**src/core/pfc_pkg.sv**
```systemverilog
// package: constants for the parallel flash host controller
package pfc_pkg;
  localparam int PFC_AW = 17;
  localparam int PFC_DW = 8;
  // apb register offsets
  localparam logic [7:0] PFC_REG_CTRL = 8'h00;
  localparam logic [7:0] PFC_REG_ADDR = 8'h04;
  localparam logic [7:0] PFC_REG_WDATA = 8'h08;
  localparam logic [7:0] PFC_REG_STATUS = 8'h0C;
  localparam logic [7:0] PFC_REG_RDATA = 8'h10;
  // ctrl command field, bits 2:0, start pulse bit 31
  localparam int PFC_CTRL_START = 31;
  localparam int PFC_CTRL_HV = 8;
  localparam logic [2:0] PFC_CMD_READ = 3'h0;
  localparam logic [2:0] PFC_CMD_PROG = 3'h1;
  localparam logic [2:0] PFC_CMD_ID_ENTER = 3'h2;
  localparam logic [2:0] PFC_CMD_ID_EXIT = 3'h3;
  localparam logic [2:0] PFC_CMD_ID_EXIT1 = 3'h4;
  localparam logic [2:0] PFC_CMD_WRITE = 3'h5;
  // status bits
  localparam int PFC_ST_BUSY = 0;
  localparam int PFC_ST_DONE = 1;
  localparam int PFC_ST_FAIL = 2;
  localparam int PFC_ST_PARITY = 3;
  localparam int PFC_ST_READY = 4;
  // command sequence values
  localparam logic [16:0] PFC_UNLOCK_A1 = 17'h05555;
  localparam logic [16:0] PFC_UNLOCK_A2 = 17'h02AAA;
  localparam logic [7:0] PFC_UNLOCK_D1 = 8'hAA;
  localparam logic [7:0] PFC_UNLOCK_D2 = 8'h55;
  localparam logic [7:0] PFC_SETUP_PROG = 8'hA0;
  localparam logic [7:0] PFC_SETUP_ID = 8'h90;
  localparam logic [7:0] PFC_SETUP_EXIT = 8'hF0;
  // id and lock addresses
  localparam logic [16:0] PFC_ID_MAKER = 17'h00000;
  localparam logic [16:0] PFC_ID_PART = 17'h00001;
  localparam logic [16:0] PFC_LOCK_BOT = 17'h00002;
  localparam logic [16:0] PFC_LOCK_TOP = 17'h1FFF2;
  localparam int PFC_POLL_BIT = 7;
  localparam int PFC_TOGGLE_BIT = 6;
  // timing
  localparam int PFC_CLK_NS = 25;
  localparam int PFC_STROBE_NS = 50;
  localparam int PFC_STROBE_CYC =
    (PFC_STROBE_NS + PFC_CLK_NS - 1) / PFC_CLK_NS;
  localparam int PFC_PWRUP_MS = 5;
  localparam int PFC_PWRUP_CYC = PFC_PWRUP_MS * 1000000 / PFC_CLK_NS;
  localparam int PFC_POLL_MAX = 4096;
  typedef enum logic [3:0] {
    PFC_IDLE, PFC_PWR, PFC_LOAD, PFC_BUSW, PFC_NEXT, PFC_BUSR,
    PFC_POLL, PFC_POLLW, PFC_FIN
  } pfc_state_type;
endpackage

```
**src/core/pfc_buscycle.sv**
```systemverilog
// module: one timed write or read cycle on the flash pins
`timescale 1ns/1ps
module pfc_buscycle
  import pfc_pkg::*;
(
  input wire logic pclk,
  input wire logic presetn,
  input wire logic start,
  input wire logic is_write,
  input wire logic [PFC_AW-1:0] addr,
  input wire logic [PFC_DW-1:0] wdata,
  input wire logic [PFC_DW-1:0] dq_in,
  output logic done,
  output logic [PFC_DW-1:0] rdata,
  output logic [PFC_AW-1:0] flash_addr,
  output logic [PFC_DW-1:0] dq_out,
  output logic dq_oe,
  output logic ce_n,
  output logic oe_n,
  output logic we_n
);
  localparam logic [3:0] STROBE = 4'(PFC_STROBE_CYC);
  logic [3:0] cnt_q;
  logic [1:0] ph_q;
  logic wr_q;
  logic [PFC_DW-1:0] s1_q;
  logic [PFC_DW-1:0] s2_q;

  // dq pins are async to pclk
  always_ff @(posedge pclk or negedge presetn) begin
    if (!presetn) begin
      s1_q <= 8'h00;
      s2_q <= 8'h00;
    end else begin
      s1_q <= dq_in;
      s2_q <= s1_q;
    end
  end

  // phases: 0 idle, 1 setup, 2 strobe, 3 hold
  always_ff @(posedge pclk or negedge presetn) begin
    if (!presetn) begin
      ph_q <= 2'd0;
      cnt_q <= 4'h0;
      wr_q <= 1'b0;
      flash_addr <= '0;
      dq_out <= 8'h00;
      rdata <= 8'h00;
      done <= 1'b0;
    end else begin
      done <= 1'b0;
      case (ph_q)
        2'd0: if (start) begin
          ph_q <= 2'd1;
          wr_q <= is_write;
          flash_addr <= addr;
          dq_out <= wdata;
          cnt_q <= 4'h0;
        end
        2'd1: ph_q <= 2'd2;
        // strobe held well past the glitch filter width
        2'd2: if (cnt_q == STROBE + 4'h2) begin
          ph_q <= 2'd3;
          rdata <= s2_q;
        end else begin
          cnt_q <= cnt_q + 4'h1;
        end
        default: begin
          ph_q <= 2'd0;
          done <= 1'b1;
        end
      endcase
    end
  end

  always_comb begin
    ce_n = !(ph_q == 2'd1 || ph_q == 2'd2 || ph_q == 2'd3);
    we_n = !(wr_q && ph_q == 2'd2);
    oe_n = !(!wr_q && ph_q == 2'd2);
    dq_oe = wr_q && ph_q != 2'd0;
  end
endmodule

```
**src/core/pfc_host.sv**
```systemverilog
// module: apb-controlled host for a byte-wide parallel flash
`timescale 1ns/1ps
module pfc_host
  import pfc_pkg::*;
#(
  parameter int PWRUP_CYC = PFC_PWRUP_CYC,
  parameter int POLL_MAX = PFC_POLL_MAX
)
(
  input wire logic pclk,
  input wire logic presetn,
  input wire logic psel,
  input wire logic penable,
  input wire logic pwrite,
  input wire logic [7:0] paddr,
  input wire logic [31:0] pwdata,
  output logic [31:0] prdata,
  output logic pready,
  output logic pslverr,
  output logic [PFC_AW-1:0] flash_addr,
  input wire logic [PFC_DW-1:0] dq_in,
  output logic [PFC_DW-1:0] dq_out,
  output logic dq_oe,
  output logic ce_n,
  output logic oe_n,
  output logic we_n,
  output logic id_high_voltage_pin
);
  pfc_state_type st_q;
  logic [2:0] cmd_q;
  logic [PFC_AW-1:0] addr_q;
  logic [7:0] wdat_q;
  logic [7:0] rdat_q;
  logic hv_q;
  logic busy_q;
  logic done_q;
  logic fail_q;
  logic [2:0] step_q;
  logic [22:0] pwr_q;
  logic [15:0] poll_q;
  logic go_q;
  logic go_wr_q;
  logic [PFC_AW-1:0] go_addr_q;
  logic [7:0] go_dat_q;
  logic cyc_done;
  logic [7:0] cyc_rdata;
  logic wr_ctrl;
  logic [2:0] nsteps;

  function automatic logic odd_par(input logic [7:0] v);
    return ^v;
  endfunction

  assign pready = 1'b1;
  assign pslverr = 1'b0;
  assign wr_ctrl = psel && penable && pwrite && paddr == PFC_REG_CTRL;
  assign id_high_voltage_pin = hv_q;
  assign nsteps = (cmd_q == PFC_CMD_PROG || cmd_q == PFC_CMD_ID_ENTER ||
    cmd_q == PFC_CMD_ID_EXIT) ? 3'd3 : 3'd0;

  always_comb begin
    prdata = 32'h0000_0000;
    case (paddr)
      PFC_REG_CTRL: prdata = {23'h0, hv_q, 5'h0, cmd_q};
      PFC_REG_ADDR: prdata = {15'h0, addr_q};
      PFC_REG_WDATA: prdata = {24'h0, wdat_q};
      PFC_REG_STATUS: prdata = {27'h0, st_q == PFC_IDLE,
        odd_par(rdat_q), fail_q, done_q, busy_q};
      PFC_REG_RDATA: prdata = {24'h0, rdat_q};
      default: prdata = 32'h0000_0000;
    endcase
  end

  always_ff @(posedge pclk or negedge presetn) begin
    if (!presetn) begin
      cmd_q <= PFC_CMD_READ;
      addr_q <= '0;
      wdat_q <= 8'h00;
      hv_q <= 1'b0;
    end else if (psel && penable && pwrite && !busy_q) begin
      case (paddr)
        PFC_REG_CTRL: begin
          cmd_q <= pwdata[2:0];
          hv_q <= pwdata[PFC_CTRL_HV];
        end
        PFC_REG_ADDR: addr_q <= pwdata[PFC_AW-1:0];
        PFC_REG_WDATA: wdat_q <= pwdata[7:0];
        default: ;
      endcase
    end
  end

  // sequencer for unlock, set-up, data, then poll
  always_ff @(posedge pclk or negedge presetn) begin
    if (!presetn) begin
      st_q <= PFC_PWR;
      pwr_q <= '0;
      busy_q <= 1'b1;
      done_q <= 1'b0;
      fail_q <= 1'b0;
      step_q <= 3'd0;
      poll_q <= '0;
      rdat_q <= 8'h00;
      go_q <= 1'b0;
      go_wr_q <= 1'b0;
      go_addr_q <= '0;
      go_dat_q <= 8'h00;
    end else begin
      go_q <= 1'b0;
      case (st_q)
        PFC_PWR: if (pwr_q == 23'(PWRUP_CYC - 1)) begin
          st_q <= PFC_IDLE;
          busy_q <= 1'b0;
        end else begin
          pwr_q <= pwr_q + 23'h1;
        end
        PFC_IDLE: if (wr_ctrl && pwdata[PFC_CTRL_START]) begin
          st_q <= PFC_LOAD;
          busy_q <= 1'b1;
          step_q <= 3'd0;
          poll_q <= '0;
          fail_q <= 1'b0;
        end
        PFC_LOAD: begin
          go_q <= 1'b1;
          go_wr_q <= 1'b1;
          st_q <= PFC_BUSW;
          // exit by three writes or one
          if (step_q == 3'd0 && nsteps != 3'd0) begin
            go_addr_q <= PFC_UNLOCK_A1;
            go_dat_q <= PFC_UNLOCK_D1;
          end else if (step_q == 3'd1) begin
            go_addr_q <= PFC_UNLOCK_A2;
            go_dat_q <= PFC_UNLOCK_D2;
          end else if (step_q == 3'd2) begin
            go_addr_q <= PFC_UNLOCK_A1;
            go_dat_q <= cmd_q == PFC_CMD_PROG ? PFC_SETUP_PROG :
              cmd_q == PFC_CMD_ID_ENTER ? PFC_SETUP_ID : PFC_SETUP_EXIT;
          end else if (cmd_q == PFC_CMD_ID_EXIT1) begin
            go_addr_q <= addr_q;
            go_dat_q <= PFC_SETUP_EXIT;
          end else if (cmd_q == PFC_CMD_PROG ||
              cmd_q == PFC_CMD_WRITE) begin
            go_addr_q <= addr_q;
            go_dat_q <= wdat_q;
          end else begin
            // read, also covers id and lock reads
            go_wr_q <= 1'b0;
            // page bit held low while the id pin is raised
            go_addr_q <= hv_q ? {addr_q[PFC_AW-1:2], 1'b0, addr_q[0]} :
              addr_q;
            go_q <= cmd_q == PFC_CMD_READ;
            st_q <= cmd_q == PFC_CMD_READ ? PFC_BUSR : PFC_FIN;
          end
        end
        PFC_BUSW: if (cyc_done) begin
          st_q <= PFC_NEXT;
        end
        PFC_NEXT: if (step_q < nsteps) begin
          step_q <= step_q + 3'd1;
          st_q <= (step_q + 3'd1 == nsteps && cmd_q != PFC_CMD_PROG) ?
            PFC_FIN : PFC_LOAD;
        end else if (cmd_q == PFC_CMD_PROG) begin
          st_q <= PFC_POLL;
        end else begin
          st_q <= PFC_FIN;
        end
        PFC_BUSR: if (cyc_done) begin
          rdat_q <= cyc_rdata;
          st_q <= PFC_FIN;
        end
        PFC_POLL: begin
          go_q <= 1'b1;
          go_wr_q <= 1'b0;
          go_addr_q <= addr_q;
          st_q <= PFC_POLLW;
        end
        PFC_POLLW: if (cyc_done) begin
          rdat_q <= cyc_rdata;
          poll_q <= poll_q + 16'h1;
          if (cyc_rdata[PFC_POLL_BIT] == wdat_q[PFC_POLL_BIT]) begin
            st_q <= PFC_FIN;
          end else if (poll_q == 16'(POLL_MAX - 1)) begin
            fail_q <= 1'b1;
            st_q <= PFC_FIN;
          end else begin
            st_q <= PFC_POLL;
          end
        end
        PFC_FIN: begin
          busy_q <= 1'b0;
          done_q <= 1'b1;
          st_q <= PFC_IDLE;
        end
        default: st_q <= PFC_IDLE;
      endcase
      if (st_q == PFC_IDLE && wr_ctrl && pwdata[PFC_CTRL_START]) begin
        done_q <= 1'b0;
      end
    end
  end

  pfc_buscycle u_cyc (
    .pclk(pclk),
    .presetn(presetn),
    .start(go_q),
    .is_write(go_wr_q),
    .addr(go_addr_q),
    .wdata(go_dat_q),
    .dq_in(dq_in),
    .done(cyc_done),
    .rdata(cyc_rdata),
    .flash_addr(flash_addr),
    .dq_out(dq_out),
    .dq_oe(dq_oe),
    .ce_n(ce_n),
    .oe_n(oe_n),
    .we_n(we_n)
  );
endmodule

```
**config.mk**
```make
export PLATFORM = sky130hd
export DESIGN_NAME = pfc_host
export DESIGN_NICKNAME = d
export VERILOG_FILES = /design/src/core/pfc_pkg.sv /design/src/core/pfc_buscycle.sv /design/src/core/pfc_host.sv
export SDC_FILE = /design/constraint.sdc
export NUM_CORES = 1
export LEC_CHECK = 0
export ABC_AREA = 0
export BUFFER_PORTS_ARGS = -buffer_cell sky130_fd_sc_hd__buf_2
export CELL_PAD_IN_SITES_DETAIL_PLACEMENT = 0
export CELL_PAD_IN_SITES_GLOBAL_PLACEMENT = 2
export CORE_MARGIN = 3
export CORE_UTILIZATION = 38
export DETAILED_ROUTE_END_ITERATION = 8
export PLACE_DENSITY_LB_ADDON = 0.1
export SYNTH_ARGS = -nofsm -noshare
export SYNTH_HDL_FRONTEND = slang
export SYNTH_SLANG_ARGS = --single-unit
```
**constraint.sdc**
```tcl
create_clock -name pclk -period 2.7 [get_ports pclk]
set_clock_uncertainty 0.05 [all_clocks]
set_input_delay 0.54 -clock pclk [delete_from_list [all_inputs] [get_ports pclk]]
set_output_delay 0.54 -clock pclk [all_outputs]
set_load 0.01 [all_outputs]
```
==> metrics.txt <==
status finished clean; worst-case clock buffer depth 2; largest net degree at the start of global routing 58; DR pass1 iterations 4; Worst Setup Path Type reg2out; R2R Setup Slk 0.47 ns; min cycle time layout 2.58 ns; first-pass GRT wire length 32200 um; Synth Register Bits 170; EDFF count, synth 0; Max VDD drop 376 uV; core area 21200 um2; I/O Pins 117; ant diodes 0; vias in the first global route 5932; Worst Hold Depth 1; P per Cell Area 852 nW/um2; cell area after technology mapping 8280 um2; Syn-to-layout area delta 16.8%; crit path cell chain or2_4 -> nor3_1 -> buf_4 -> mux2i_1 -> o22ai_1 -> buf_2; gp weighted congestion 0.821; gr ovfl total 0; Syn. warnings 0; Hold EP u_cyc.s1_q[3]; r2r worst-path depth 5; initial antenna violation count 1; TritonCTS clock tree done; Die Width 154 um; Syn Inst Count 754; final setup fails 0; Final Slew Violations 0; Seq/Total Area, Yosys 0.514; worst hold-check path type in2reg; setup TNS 0 ns; Crit path max-delay family flip-flops; WP data required 2.11 ns; synth unique cells 75; Synth top area share 0.508; Sink Count 170; FF-to-FF End pwr_q[11]; die area 23600 um2; hold_sp dq_in[3]; layout cell share with drive strength beyond 1 0.280; Vias/cell 5.22; worst rel slew slack 0.499; Rows 53; Routed Antenna Nets 0; P_leak 4.54 nW; residual DRC count 0; Synth Flop Type dfrtp_1; crit end category output pin; Initial Util 0.390; Root Buffer clkbuf_16; Final #Nets 917; die height 154 um; Buf/Inv on CP 2; critical path's slowest cell dfstp_4; Wirelength per Cell 17.4 um; Slew @ Worst Pin 0.749 ns; CP arrival 1.99 ns; top cells by area, synth dfrtp_1 51%, mux2_2 9.8%, nand2_1 2.9%; Clock Latency Late Sink 0.43 ns; FF-to-FF Start st_q[0]; gr usage total 0.170; Iter 0 DRT Violations 261; max_cap viols 0; startpoint types flop; final core occ 0.455; Reg clk slew, reported paths 0.08 ns; routed wire length 19800 um; final clock period utilization by the worst path 0.957; Critical Path Max Stage Delay 0.51 ns; via count 5949; Synth Area per Inst 11.0 um2; htree depth 4; RSZ-0062 raised after global routing no; CP Max Fanout 11; Final HPWL DP 14400 um; final count of hold timing violations 0; fmax 387 MHz; asr flop ratio synth 1.00; Inserted Clock Buffers 17; port bufs 85; top cell type by total area after synthesis dfrtp_1
-- worst reg2reg max path, stage by stage (launching register included) --
cell,delay [ns]
dfstp_4,0.67
nor4b_1,0.44
nand4_1,0.18
a21oi_2,0.45
nand3_1,0.18
xnor2_1,0.15
-- synthesized netlist by cell type, drive strengths merged, types with 15 or more instances --
cell and instances:
dfrtp 168, mux2 72, nand2 65, nor2 55
o21ai 44, a21oi 33, buf 33, nand3 27
xnor2 23, inv 15
-- how the worst max path moves through the flow --
stage | start | to | slack [ns] | depth (start not counted)
floorplan | paddr[2] | prdata[0] | 0.50 | 6
global placement | paddr[1] | prdata[1] | 0.27 | 6
detailed placement | paddr[1] | prdata[1] | 0.26 | 6
CTS | st_q[0] | prdata[4] | 0.05 | 6
global route | st_q[0] | prdata[4] | 0.02 | 6
finish | st_q[0] | prdata[4] | 0.12 | 6
-- metrics by stage --
stage / std cells / hold slack (ns) / total power [mW] / area (um2) / worst slack (ns)
2_1_floorplan: 769 / 0.194 / 5.02 / 8330 / 0.495
3_3_place_gp: 1104 / 0.282 / 5.74 / 9030 / 0.273
3_5_place_dp: 1104 / 0.285 / 5.81 / 9030 / 0.257
4_1_cts: 1137 / 0.138 / 8.33 / 9650 / 0.0501
5_1_grt: 1139 / 0.136 / 8.77 / 9660 / 0.0211
6_report: 1139 / 0.158 / 8.23 / 9660 / 0.116
-- cells in the final DEF, fill, tap and decap left out, drive strengths merged, types with 6 or more instances in the layout --
| cell | n |
|---|---|
| xor2 | 12 |
| mux2i | 8 |
| nor2 | 55 |
| o21ai | 44 |
| clkbuf | 18 |
| inv | 22 |
| mux2 | 72 |
| a21oi | 33 |
| clkinv | 6 |
| xnor2 | 23 |
| nand4 | 14 |
| or4 | 6 |
| o31ai | 10 |
| conb | 17 |
| buf | 109 |
| nor3 | 14 |
| nor4 | 13 |
| nand3 | 27 |
| ha | 13 |
| and2 | 11 |
| nand2 | 65 |
| nand2b | 6 |
| and3 | 9 |
| a31oi | 10 |
| dfrtp | 168 |
-- logic make-up after synthesis --
logic type      count (synthesis)  synth area share
xor+xnor                       35            0.0370
other cells                     2          0.000907
compound gates                140             0.115
simple gates                  252             0.166
fa+ha+maj                      13            0.0197
flops                         170             0.514
buf+inv                        62            0.0396
mux                            80             0.108
-- repair_timing --
| action | CTS | global route |
|---|---|---|
| pin swaps | 1 | 1 |
| buffers inserted | 0 | 2 |
| endpoints found under the setup margin | 1 | 1 |
| hold endpoints to repair | 25 | 0 |
| resized for setup | 1 | 1 |
| hold buffers | 1 | 0 |
-- cell type report --
cell class              instances  area, um2
repair buffers                110        647
inverters                      15       56.3
flip-flops and latches        170       4260
multi-input cells             537       3750
well taps                     275        344
fillers                      2034      11600
clock buffers                  18        429
clock inverters                14        176
-- registers in the layout, indices dropped and copies added, names as in the netlist, 8 cells and up --
signal	cells
pwr_q	23
addr_q	17
go_addr_q	17
u_cyc.flash_addr	17
poll_q	16
go_dat_q	8
rdat_q	8
u_cyc.dq_out	8
u_cyc.rdata	8
u_cyc.s1_q	8
u_cyc.s2_q	8
wdat_q	8
-- metal layers --
layer  up-vias  wire length, um  global-route usage
met3        14              715              0.0310
met2       108             9260               0.272
met4         2              137              0.0454
met1      2943             9650               0.241
met5         -                7                   0
li1       2882                -                   -
-- report_power, final --
| part | switching (mW) | internal (mW) |
|---|---|---|
| registers | 0.386 | 3.05 |
| clock network | 1.14 | 1.33 |
| logic | 1.30 | 1.02 |
| total | 2.83 | 5.40 |
Note: power is estimated with default switching activity, not from simulation.
